<file path="config.mk">
export PLATFORM = sky130hd
export DESIGN_NAME = lstir_top
export DESIGN_NICKNAME = d
export VERILOG_FILES = /design/src/rtl/lstir_pkg.sv /design/src/rtl/lstir_top.sv
export SDC_FILE = /design/constraint.sdc
export NUM_CORES = 1
export LEC_CHECK = 0
export BUFFER_PORTS_ARGS = -buffer_cell sky130_fd_sc_hd__buf_2
export CAP_MARGIN = 25
export CORE_MARGIN = 10
export CORE_UTILIZATION = 60
export CTS_BUF_LIST = sky130_fd_sc_hd__clkbuf_16
export DETAILED_ROUTE_END_ITERATION = 10
export PLACE_DENSITY = 0.76
export RECOVER_POWER = 50
export SLEW_MARGIN = 20
export SYNTH_ARGS = -nofsm -noshare
export SYNTH_HDL_FRONTEND = slang
export SYNTH_SLANG_ARGS = --single-unit
</file>
<file path="constraint.sdc">
create_clock -name clk -period 36.2 [get_ports clk]
set_input_delay 1.81 -clock clk [delete_from_list [all_inputs] [get_ports clk]]
set_output_delay 1.81 -clock clk [all_outputs]
set_load 0.02 [all_outputs]
</file>
<file path="src/rtl/lstir_pkg.sv">
// constants, states and timer decoding for the aux led sink register block
// assumes a 100 MHz core clock and a 100 us timer tick
package lstir_pkg;
  localparam int CLK_MHZ = 100;
  localparam int TICK_US = 100;
  localparam int TICK_CYCLES_DEF = TICK_US * CLK_MHZ;
  localparam int TICKS_PER_MS = 1000 / TICK_US;
  localparam int RST_DEB_US = 75;
  localparam int RST_DEB_CYCLES_DEF = RST_DEB_US * CLK_MHZ + 1;
  localparam int INT_GAP_US = 50;
  localparam int INT_GAP_CYCLES_DEF = INT_GAP_US * CLK_MHZ;
  localparam int NREG = 23;
  localparam int CODE_W = 6;
  localparam int CODE_SPAN = 63;
  localparam logic [6:0] DEV_ADDR = 7'h32;
  localparam logic [7:0] RESET_VALUE = 8'h00;
  localparam logic [7:0] REG_MODE = 8'h00;
  localparam logic [7:0] REG_IRQ_EN = 8'h01;
  localparam logic [7:0] REG_BL_CODE = 8'h0B;
  localparam logic [7:0] REG_SINK_CFG = 8'h11;
  localparam logic [7:0] REG_BLINK = 8'h12;
  localparam logic [7:0] REG_RAMP = 8'h13;
  localparam logic [7:0] REG_SINK0 = 8'h14;
  localparam logic [7:0] REG_LAST = 8'h16;
  localparam int MODE_OVP_BIT = 4;
  localparam int MODE_CMPR_BIT = 3;
  localparam int IEN_OVP_BIT = 2;
  localparam int IEN_CMPR_BIT = 3;
  localparam int CURVE_BIT = 3;
  localparam logic [7:0] MODE_RW_MASK = 8'hE0;
  localparam logic [7:0] IEN_RW_MASK = 8'h1C;
  localparam logic [7:0] CODE_RW_MASK = 8'h3F;

  typedef enum logic [3:0] {
    I_IDLE, I_ADDR, I_ACK_ADDR, I_REG, I_ACK_REG,
    I_WDATA, I_ACK_DATA, I_READ, I_READ_ACK
  } lstir_i2c_type;

  // ticks per one-code ramp step; 0 means ramp disabled
  function automatic logic [15:0] ramp_step_ticks(input logic [3:0] sel);
    int ms;
    ms = 0;
    case (sel)
      4'h1: ms = 300;
      4'h2: ms = 500;
      4'h3: ms = 800;
      4'h4: ms = 1100;
      4'h5: ms = 1500;
      4'h6: ms = 1800;
      4'h7: ms = 2100;
      4'h8: ms = 2400;
      4'h9: ms = 2800;
      4'hA: ms = 3100;
      4'hB: ms = 3400;
      4'hC: ms = 3800;
      4'hD: ms = 4200;
      4'hE: ms = 4600;
      4'hF: ms = 5500;
      default: ms = 0;
    endcase
    return 16'((ms * TICKS_PER_MS) / CODE_SPAN);
  endfunction

  // blink phase length in ticks; dark setting 0 means blink off
  function automatic logic [15:0] blink_ticks(input logic [1:0] sel,
                                              input logic lit);
    int ms;
    ms = 0;
    case (sel)
      2'h0: ms = lit ? 200 : 0;
      2'h1: ms = 600;
      2'h2: ms = 800;
      default: ms = 1200;
    endcase
    return 16'(ms * TICKS_PER_MS);
  endfunction
endpackage

</file>
<file path="src/rtl/lstir_top.sv">
// aux led sink timing, interrupt pin, hard reset pin and two-wire
// register slave of the led driver control logic
// assumes scl, sda and the reset pin are asynchronous and event
// inputs and the backlight code come from logic on clk
`timescale 1ns/1ps

// Summary of operation
// (RULE1) one ramp-up and one ramp-down timer in register 0x13 serve all sinks
// (RULE2) ramp timers take fifteen settings from 0.3 s to 5.5 s
// (RULE3) ramp time covers the full code span; shorter swings end sooner
// (RULE4) host sets timers before enabling any sink in 0x11
// (RULE5) curve select 0 gives linear code ramping
// (RULE6) curve select 1 gives square-law codes with identical ramp timing
// (RULE7) blink uses one shared lit timer in 0x12 plus one dark timer per sink
// (RULE8) lit timer selects 0.2, 0.6, 0.8 or 1.2 s
// (RULE9) dark timer selects off, 0.6, 0.8 or 1.2 s; nonzero enables blink
// (RULE10) enable cleared while lit turns sink off, ramping down if timed
// (RULE11) enable cleared while dark keeps sink off with no new lit phase
// (RULE12) interrupt pin is open drain, pulled low only to assert
// (RULE13) reset pin debounced; low over 75 us restores reset state
// (RULE14) write is start, 0x64, register byte, data byte, stop
// (RULE15) device acks address, register and data bytes by pulling sda low
// (RULE16) read is write phase, repeated start, then 0x65
// (RULE17) read returns the register addressed in the write phase
// (RULE18) master nacks the read byte and ends with stop
// (RULE19) all registers reset to zero; unused bits read zero
// (RULE20) register 0x0B is read only and shows the applied backlight code
// (RULE21) register 0x01 enables sources; only enabled pending flags assert
// (RULE22) sink codes are six bits, 64 levels
// (RULE23) clearing one flag with another pending releases the pin 50 us
// (RULE24) ramps step one code per period of duration over span
// (RULE25) addresses above 0x16 ack, ignore writes and read zero
module lstir_top #(
  parameter int unsigned TICK_CYCLES = lstir_pkg::TICK_CYCLES_DEF,
  parameter int unsigned RST_DEB_CYCLES = lstir_pkg::RST_DEB_CYCLES_DEF,
  parameter int unsigned INT_GAP_CYCLES = lstir_pkg::INT_GAP_CYCLES_DEF
) (
  input wire logic clk,
  input wire logic rst_n,
  input wire logic rst_pin_n,
  input wire logic scl,
  input wire logic sda_in,
  output logic sda_out,
  output logic sda_oe,
  output logic int_n_out,
  output logic int_n_oe,
  input wire logic ovp_event,
  input wire logic cmpr_event,
  input wire logic [6:0] bl_applied_code,
  output logic [lstir_pkg::CODE_W-1:0] aux_sink_code0,
  output logic [lstir_pkg::CODE_W-1:0] aux_sink_code1,
  output logic [lstir_pkg::CODE_W-1:0] aux_sink_code2,
  output logic aux_curve_select
);
  import lstir_pkg::*;

  typedef struct packed {
    logic scl_s1;
    logic scl_s2;
    logic scl_q;
    logic sda_s1;
    logic sda_s2;
    logic sda_q;
    logic rp_s1;
    logic rp_s2;
    logic [15:0] deb;
    logic [15:0] tick_cnt;
    logic tick;
    lstir_i2c_type st;
    logic [3:0] cnt;
    logic [7:0] sh;
    logic [7:0] ptr;
    logic rw;
    logic drive;
    logic [NREG-1:0][7:0] regs;
    logic [15:0] gap;
    logic int_on;
    logic [2:0][CODE_W-1:0] code;
    logic [2:0][15:0] stepc;
    logic [2:0][15:0] bcnt;
    logic [2:0] lit;
  } lstir_state_type;

  lstir_state_type s;
  lstir_state_type next_s;
  logic [1:0] rsync;
  logic rst_sync_n;
  logic hold;

  function automatic logic pend(input logic [NREG-1:0][7:0] r);
    return (r[REG_MODE][MODE_OVP_BIT] & r[REG_IRQ_EN][IEN_OVP_BIT]) |
           (r[REG_MODE][MODE_CMPR_BIT] & r[REG_IRQ_EN][IEN_CMPR_BIT]);
  endfunction

  function automatic logic [7:0] rd_value(input lstir_state_type q,
                                          input logic [6:0] blc);
    if (q.ptr == REG_BL_CODE)
      return {1'b0, blc}; // [RULE20]
    else if (q.ptr <= REG_LAST)
      return q.regs[q.ptr[4:0]]; // [RULE17]
    else
      return 8'h00; // [RULE25]
  endfunction

  function automatic logic [7:0] wr_mask(input logic [7:0] a);
    if (a == REG_MODE)
      return MODE_RW_MASK;
    else if (a == REG_IRQ_EN)
      return IEN_RW_MASK;
    else if (a == REG_BL_CODE || a > REG_LAST)
      return 8'h00; // [RULE20] [RULE25]
    else if (a >= REG_SINK0)
      return CODE_RW_MASK; // [RULE22]
    else
      return 8'hFF;
  endfunction

  always_ff @(posedge clk or negedge rst_n)
  begin
    if (!rst_n)
      rsync <= 2'h0;
    else
      rsync <= {rsync[0], 1'b1};
  end
  assign rst_sync_n = rsync[1];
  assign hold = (s.deb == 16'(RST_DEB_CYCLES));

  always_comb
  begin
    logic scl_rise;
    logic scl_fall;
    logic start_c;
    logic stop_c;
    logic en;
    logic [1:0] dsel;
    logic [5:0] tgt;
    logic [15:0] per;
    logic [7:0] rv;
    logic [7:0] m;
    scl_rise = s.scl_s2 & ~s.scl_q;
    scl_fall = ~s.scl_s2 & s.scl_q;
    start_c = s.scl_s2 & s.scl_q & s.sda_q & ~s.sda_s2;
    stop_c = s.scl_s2 & s.scl_q & ~s.sda_q & s.sda_s2;
    en = 1'b0;
    dsel = 2'h0;
    tgt = 6'h00;
    per = 16'h0000;
    rv = rd_value(s, bl_applied_code);
    m = wr_mask(s.ptr);
    next_s = s;
    next_s.scl_s1 = scl;
    next_s.scl_s2 = s.scl_s1;
    next_s.scl_q = s.scl_s2;
    next_s.sda_s1 = sda_in;
    next_s.sda_s2 = s.sda_s1;
    next_s.sda_q = s.sda_s2;
    next_s.rp_s1 = rst_pin_n;
    next_s.rp_s2 = s.rp_s1;
    // hard reset pin debounce
    if (s.rp_s2)
      next_s.deb = 16'h0000;
    else if (!hold)
      next_s.deb = s.deb + 16'h0001; // [RULE13]
    next_s.tick = 1'b0;
    if (s.tick_cnt == 16'(TICK_CYCLES - 1))
    begin
      next_s.tick_cnt = 16'h0000;
      next_s.tick = 1'b1;
    end
    else
      next_s.tick_cnt = s.tick_cnt + 16'h0001;

    // two-wire slave
    if (start_c)
    begin
      next_s.st = I_ADDR;
      next_s.cnt = 4'h0;
      next_s.drive = 1'b0;
    end
    else if (stop_c)
    begin
      next_s.st = I_IDLE;
      next_s.drive = 1'b0;
    end
    else
    begin
      unique case (s.st)
        I_IDLE:
          next_s.drive = 1'b0;
        I_ADDR, I_REG, I_WDATA:
          if (scl_rise)
          begin
            next_s.sh = {s.sh[6:0], s.sda_s2};
            next_s.cnt = s.cnt + 4'h1;
          end
          else if (scl_fall && s.cnt == 4'h8)
          begin
            next_s.cnt = 4'h0;
            next_s.drive = 1'b1; // [RULE15]
            if (s.st == I_ADDR)
            begin
              next_s.rw = s.sh[0];
              next_s.st = I_ACK_ADDR;
              if (s.sh[7:1] != DEV_ADDR)
              begin
                next_s.drive = 1'b0;
                next_s.st = I_IDLE;
              end
            end
            else if (s.st == I_REG)
            begin
              next_s.ptr = s.sh;
              next_s.st = I_ACK_REG;
            end
            else
            begin
              if (s.ptr <= REG_LAST)
                next_s.regs[s.ptr[4:0]] =
                  (s.regs[s.ptr[4:0]] & ~m) | (s.sh & m); // [RULE25]
              if (s.ptr == REG_MODE)
              begin
                if (s.sh[MODE_OVP_BIT])
                  next_s.regs[REG_MODE][MODE_OVP_BIT] = 1'b0;
                if (s.sh[MODE_CMPR_BIT])
                  next_s.regs[REG_MODE][MODE_CMPR_BIT] = 1'b0;
              end
              next_s.st = I_ACK_DATA;
            end
          end
        I_ACK_ADDR, I_ACK_REG, I_ACK_DATA:
          if (scl_fall)
          begin
            if (s.st == I_ACK_ADDR && s.rw)
            begin
              next_s.sh = rv; // [RULE17]
              next_s.drive = ~rv[7];
              next_s.cnt = 4'h1;
              next_s.st = I_READ;
            end
            else
            begin
              next_s.drive = 1'b0;
              next_s.st = (s.st == I_ACK_ADDR) ? I_REG : I_WDATA;
            end
          end
        I_READ:
          if (scl_fall)
          begin
            if (s.cnt == 4'h8)
            begin
              next_s.drive = 1'b0;
              next_s.st = I_READ_ACK;
            end
            else
            begin
              next_s.sh = {s.sh[6:0], 1'b0};
              next_s.drive = ~s.sh[6];
              next_s.cnt = s.cnt + 4'h1;
            end
          end
        I_READ_ACK:
          if (scl_rise)
            next_s.st = s.sda_s2 ? I_IDLE : I_ACK_ADDR; // [RULE18]
      endcase
    end

    // flags: a hardware set wins over a same-cycle clear
    if (ovp_event)
      next_s.regs[REG_MODE][MODE_OVP_BIT] = 1'b1;
    if (cmpr_event)
      next_s.regs[REG_MODE][MODE_CMPR_BIT] = 1'b1;
    if ((s.regs[REG_MODE][4:3] & ~next_s.regs[REG_MODE][4:3]) != 2'h0 &&
        pend(next_s.regs))
      next_s.gap = 16'(INT_GAP_CYCLES); // [RULE23]
    else if (s.gap != 16'h0000)
      next_s.gap = s.gap - 16'h0001;

    // blink and ramp per sink
    for (int i = 0; i < 3; i++)
    begin
      en = s.regs[REG_SINK_CFG][i];
      dsel = s.regs[REG_BLINK][2*i+2 +: 2]; // [RULE7]
      tgt = s.regs[int'(REG_SINK0) + i][5:0];
      if (!en)
      begin
        tgt = 6'h00; // [RULE10] [RULE11]
        next_s.lit[i] = 1'b1;
        next_s.bcnt[i] = 16'h0000;
      end
      else if (dsel != 2'h0)
      begin
        if (!s.lit[i])
          tgt = 6'h00; // [RULE9]
        per = s.lit[i] ? blink_ticks(s.regs[REG_BLINK][1:0], 1'b1)
                       : blink_ticks(dsel, 1'b0); // [RULE8] [RULE9]
        if (s.tick)
        begin
          if (s.bcnt[i] + 16'h0001 >= per)
          begin
            next_s.bcnt[i] = 16'h0000;
            next_s.lit[i] = ~s.lit[i];
          end
          else
            next_s.bcnt[i] = s.bcnt[i] + 16'h0001;
        end
      end
      // same stepping for both curves; the sink maps codes by curve
      per = (tgt > s.code[i]) ? ramp_step_ticks(s.regs[REG_RAMP][3:0])
                              : ramp_step_ticks(s.regs[REG_RAMP][7:4]);
      if (tgt == s.code[i])
        next_s.stepc[i] = 16'h0000;
      else if (per == 16'h0000)
        next_s.code[i] = tgt; // [RULE1] [RULE2]
      else if (s.tick)
      begin
        if (s.stepc[i] + 16'h0001 >= per)
        begin
          next_s.stepc[i] = 16'h0000;
          next_s.code[i] = (tgt > s.code[i]) ? s.code[i] + 6'h01
                                             : s.code[i] - 6'h01; // [RULE24]
        end
        else
          next_s.stepc[i] = s.stepc[i] + 16'h0001; // [RULE3]
      end
    end

    if (hold)
    begin
      next_s.regs = '0; // [RULE13] [RULE19]
      next_s.st = I_IDLE;
      next_s.drive = 1'b0;
      next_s.ptr = RESET_VALUE;
      next_s.code = '0;
      next_s.stepc = '0;
      next_s.bcnt = '0;
      next_s.lit = '0;
      next_s.gap = 16'h0000;
    end
    next_s.int_on = pend(next_s.regs) && next_s.gap == 16'h0000; // [RULE21]
  end

  always_ff @(posedge clk or negedge rst_sync_n)
  begin
    if (!rst_sync_n)
      s <= '0;
    else
      s <= next_s;
  end

  assign sda_out = 1'b0;
  assign sda_oe = s.drive; // [RULE15]
  assign int_n_out = 1'b0;
  assign int_n_oe = s.int_on; // [RULE12]
  assign aux_sink_code0 = s.code[0];
  assign aux_sink_code1 = s.code[1];
  assign aux_sink_code2 = s.code[2];
  assign aux_curve_select = s.regs[REG_SINK_CFG][CURVE_BIT]; // [RULE5] [RULE6]
endmodule // lstir_top

</file>
# After elaboration in Yosys (flattened, before gate mapping)
# Memory sizes are Yosys's and may differ from the RTL's.
# Index checks and enable logic that the tools add are counted.
word_totals:
  out_inout_bits: 23
  elab_cells: 414
  input_bits: 14
  n_memories: 6
  regBits: 387
  mem_bits_ro: 1056
mem_list:
  columns: ["name", "words", "word_bits", "rd", "rd_clocked_by_memory_dff", "wr", "line", "source"]
  rows:
  - ["(name not given)", 16, 11, 1, 0, 0, "lstir_pkg.sv:43", "case (sel)"]
  - ["(name not given)", 16, 11, 1, 0, 0, "lstir_pkg.sv:43", null]
  - ["(name not given)", 16, 11, 1, 0, 0, "lstir_pkg.sv:43", null]
  - ["(name not given)", 16, 11, 1, 0, 0, "lstir_pkg.sv:43", null]
  - ["(name not given)", 16, 11, 1, 0, 0, "lstir_pkg.sv:43", null]
  - ["(name not given)", 16, 11, 1, 0, 0, "lstir_pkg.sv:43", null]
classes:
  n_mul: 12
  n_lt_le_gt_ge: 14
  n_div: 6
  bitwise: 31
  add_sub_neg: 16
  n_reduce_logical: 59
  eq_ne: 63
  muxes: 150
op_table:
  columns: ["operator", "count"]
  rows:
  - ["$mux 184", 6]
  - ["$mux 16", 37]
  - ["$mux 194", 2]
  - ["$mux 32", 12]
  - ["$mux 201", 1]
  - ["$div 32x7->32 const B", 6]
  - ["$mul 32x4->15 const B", 6]
  - ["$mul 32x4->31 const B", 6]
  - ["$bwmux 184", 1]
  - ["$mux 6", 24]
  - ["$pmux 11 s3", 4]
  - ["$add 16x1->16 const B", 8]
  - ["$mux 117", 1]
  - ["$mux 8", 14]
  - ["$ge 16x16->1", 6]
  - ["$logic_not 16->1", 4]
  - ["$bmux 8 s5", 1]
  - ["$demux 8 s5", 1]
  - ["$pmux 12 s3", 1]
  - ["$ne 2x2->1 const B", 15]
  - ["$ne 5x5->1 const B", 6]
  - ["$reduce_bool 3->1", 10]
  - ["$mux 4", 7]
  - ["$ne 3x1->1 const B", 9]
  - ["56 further kinds", 163]

# Depth between registers and ports, before layout
logic_depth:
  ltp_word: 29
  ltp_mapped: 54
  mapped_depth_nobuf: 50

# Worst setup path after synthesis
# No wires, ideal clock.
synth_path:
  path_type: "reg2reg"
  start: "reg s[287] (netlist name)"
  end: "reg s (netlist bit aux_sink_code0[2])"
  arrival_time_ps: 10310
  slack_ps: 25769
  synth_period_minus_slack_ps: 10431
  setup_ps: 122
  path_buffers: 2
  required_ps: 36078
  path_stages_with_launch: 52
  path_cell_list: "dfrtp_1 -> inv_1 -> ha_1 -> nor2_1 -> nor2_1 -> a22oi_1 -> o31ai_1 -> ha_1 -> ha_1 -> fa_1 -> a21o_1 -> a311oi_1 -> nor3_2 -> a2111oi_4 -> a21oi_2 -> a211o_1 -> a31o_1 -> a211o_1 -> (+16 left out) -> ha_1 -> nand2b_1 -> a21oi_1 -> nor2b_1 -> o21ai_0 -> nand2b_1 -> a21oi_1 -> nor2b_1 -> o21ai_0 -> nand2b_1 -> a21oi_1 -> nor2_1 -> or3_1 -> clkbuf_1 -> nand2_1 -> nor2_1 -> mux2_1 -> a32o_1"
synth_between:
  elab_chain_len: 8
  word_cells_on_any_way: 12
  cone_classes: "mul (1); div (1); order compare (1); mux (4); reduce/logical (4); memory (1)"
synth_rtl:
  columns: ["element", "line", "source"]
  rows:
  - ["start: declaration", "lstir_top.sv:84", "lstir_state_type s;"]
  - ["start signal: assignment", "lstir_top.sv:347", "s <= next_s;"]
  - ["$mem_v2 16x11 *", null, null]
  - ["$mul 32x4->31 *", "lstir_pkg.sv:61", "return 16'((ms * TICKS_PER_MS) / CODE_SPAN);"]
  - ["$div 32x7->32 *", "lstir_pkg.sv:61", null]
  - ["$mux 16 *", "lstir_top.sv:308", "per = (tgt > s.code[i]) ? ramp_step_ticks(s.regs[REG_RAMP][3:0])"]
  - ["branches (longest 4 deep; another with $ge 16x16->1)", null, null]
# Mark *: on every way between the ends. The select of a mux whose other input is x is not followed.
# A chain may end at the register's enable or synchronous reset.

# Worst setup path in the final report
layout_path:
  start: "reg s[288] (netlist name)"
  end: "reg s (netlist bit aux_sink_code1[5])"
# Same word-level chain as after synthesis.

==> run_results.csv <==
group,metric,value,unit
outcome,status,"finished with violations",
outcome,violations,"capacitance limit, slew limit",
setup_path,start_kind,"flip-flop",
yosys,async_flop_share,100,%
layout,final_net_count,3517,
cts,cts_setup_buffers,0,
setup_path,crit-reg2reg-launch,"s[288]",
layout,final_common_cell,"nand2_1",
run,maxCapViolations,7,
power,p_per_area,32.2,mW/mm^2
yosys,synth_cells,3350,
yosys,synth_seq_area_share,33.2,%
cts,cts-root-buf,"clkbuf_16",
power,p_leak,14.2,nW
layout,drive_gt1_share,7.71,%
cts,cts_num_sinks,387,
floorplanning,start_util,60.9,%
sta,maxSlewHeadroom,-148,%
setup_path,critPathRequiredTime,36.69,ns
placed_design,gp_congestion,0.933,
floorplanning,die_h,240,microns
global_route,grt_pass1_wl,128000,microns
floorplanning,row_count,80,
hold_path,hold_class,"flip-flop to flip-flop",
sta,hold_ws,0.351,ns
layout,syn_to_final_growth,6.34,%
floorplanning,die_w,240,microns
global_route,grt_max_degree,79,
sta,rsz0062_at_grt,"no",
yosys,ys.flop_type,"dfrtp_1",
yosys,synth_area_per_cell,8.70,sq um
setup_path,critical_path_class,"flip-flop to flip-flop",
routing,wl,77500,microns
sta,hold_viol,0,
global_route,antenna_found_initial,1,
sta,fmax,77.6,MHz
floorplanning,dieArea,0.0578,sq mm
setup_path,crit_fanout,18,
sta,tns,0,ns
cts,ctsHoldBuffers,0,
routing,dr.first_iter.drc_count,2158,
hold_path,holdCritStartpoint,"rsync[0]",
yosys,synth_edf_count,0,
setup_path,critPathCaptureType,"flip-flop",
floorplanning,io-pin-count,37,
cts,clk_latency,0.60,ns
yosys,ys_types,119,
floorplanning,coreArea,0.0478,sq mm
placed_design,port_buffers,34,
hold_path,holdPathStages,0,
setup_path,r2r_slack,23.31,ns
hold_path,worstHoldEndpoint,"rsync[1]",
yosys,ys_ff_latch,387,
setup_path,r2r-end,"aux_sink_code1[5]",
routing,via_per_inst,6.54,
routing,drc,0,
setup_path,cpPeakStageDelay,0.78,ns
routing,dr.pass1.iters,5,
cts,cts_tree,"done",
sta,drv_slew,367,
cts,cts_buffers,43,
sta,skew,0.0238,ns
layout,diodes,0,
cts,post_cts_resized,0,
setup_path,r2r_cells,46,
global_route,grt_pass1_vias,25200,
routing,num_vias,25843,
placed_design,place_hpwl,55400,microns
yosys,synth_warnings,0,
cts,clockBufferDepth,3,
sta,max_slew.worst_pin.slew,3.71,ns
power,vdd_drop_max,45.6,uV
cts,ctsHtreeMaxLevel,2,
layout,final_cell_mix,"nand2_1, dfrtp_1, o21ai_0",
global_route,grt_overflow,0,
sta,post-route-period-util,35.6,%
global_route,track_usage,26.6,%
sta,period_minus_slack,12.89,ns
sta,setup_violations,0,
setup_path,crit_arrival,13.38,ns
setup_path,slowest_stage,"mux2i_1",
routing,wl_per_cell,19.6,microns
routing,antenna_left,0,
cts,clk_pin_slew_worst_paths,0.06,ns
yosys,netlist_area,0.0291,sq mm
==> cell families after synthesis <==
group | share of synthesized area (%)
and+or+nand+nor | 20.6
AOI/OAI and AO/OA | 21.9
DFF | 33.2
buffers and inverters | 3.80
adders and majority gates | 8.88
xor gates and xnor gates | 4.78
muxes | 6.80
other | 0.0258
==> worst max-delay path by stage <==
stage / to / slack [ns] / from
floorplan: aux_curve_select / 24.62 / rsync[1]
global placement: aux_sink_code0[2] / 24.08 / s[288]
detailed placement: aux_sink_code0[2] / 23.61 / s[288]
CTS: aux_sink_code1[2] / 23.53 / s[288]
global route: aux_sink_code1[2] / 22.14 / s[288]
finish: aux_sink_code1[5] / 23.31 / s[288]
==> Yosys cell counts (26+ instances only) <==
master | n | area [sq um]
a21oi_1 | 197 | 986
xnor2_1 | 86 | 753
inv_1 | 91 | 342
mux2i_1 | 61 | 611
nand4_1 | 42 | 263
xor2_1 | 65 | 569
nor2b_1 | 49 | 307
mux4_2 | 50 | 1130
ha_1 | 198 | 2480
a21o_1 | 35 | 263
a211oi_1 | 26 | 195
o21a_1 | 26 | 195
nand2b_1 | 43 | 269
or3_1 | 28 | 175
dfrtp_1 | 387 | 9680
a31oi_1 | 32 | 200
nor3_1 | 49 | 245
nand2_1 | 441 | 1660
clkbuf_1 | 106 | 398
nand3_1 | 96 | 480
and2_1 | 38 | 238
and3_1 | 70 | 438
o211ai_1 | 37 | 278
o21ai_0 | 346 | 1730
nor2_1 | 266 | 998
o31ai_1 | 34 | 255
==> routing by layer <==
| layer | track usage [%] | vias to the layer above | wire [microns] |
|---|---|---|---|
| li1 | - | 12083 | - |
| met1 | 34.7 | 12642 | 33400 |
| met2 | 43.9 | 927 | 36700 |
| met3 | 3.78 | 189 | 4520 |
| met4 | 10.8 | 2 | 2860 |
| met5 | 0 | - | 12 |
==> report_power, final <==
group          switching, mW  total (mW)  internal, mW  leakage (nW)
combinational         0.0492      0.0766        0.0274          9.05
sequential            0.0204       0.466         0.446          4.37
clock                  0.193       0.455         0.262         0.732
total                  0.262       0.998         0.736          14.2
==> flip-flops by register name (all words and copies together), names as in the netlist <==
| register | count |
|---|---|
| rsync | 2 |
| aux_sink_code0 | 6 |
| int_n_oe | 1 |
| s | 359 |
| sda_oe | 1 |
| next_s | 5 |
| aux_sink_code2 | 6 |
| aux_curve_select | 1 |
| aux_sink_code1 | 6 |
==> layout make-up <==
cell class	count	area, sq um
Multi-Input combinational cell	2710	18400
Fill cell	3939	16800
Sequential cell	387	9690
Clock buffer	43	1080
Tap cell	615	769
Clock inverter	37	375
Inverter	91	342
Timing Repair Buffer	67	335
==> metrics by stage <==
stage | instances | setup WS [ns] | util [%] | area, sq um | power, mW
floorplan | 3356 | 24.62 | - | 29200 | 0.528
global placement | 3866 | 24.08 | 61.9 | 29600 | 0.547
detailed placement | 3866 | 23.61 | 61.9 | 29600 | 0.550
CTS | 3946 | 23.53 | 64.9 | 31100 | 1.00
global route | 3950 | 22.14 | 64.8 | 31000 | 1.03
finish | 3950 | 23.31 | 64.8 | 31000 | 0.998
==> critical path, delay by kind of cell, from the launching register on <==
family / cells / cell delay [ns]
multiplexers: 4 / 2.22
AO/OA/AOI/OAI: 21 / 5.44
adder cells (fa/ha/maj): 5 / 1.55
buffers and inverters: 2 / 0.37
AND/OR/NAND/NOR: 14 / 2.49
flip-flops: 1 / 0.68
(Power assumes the default switching activity.)
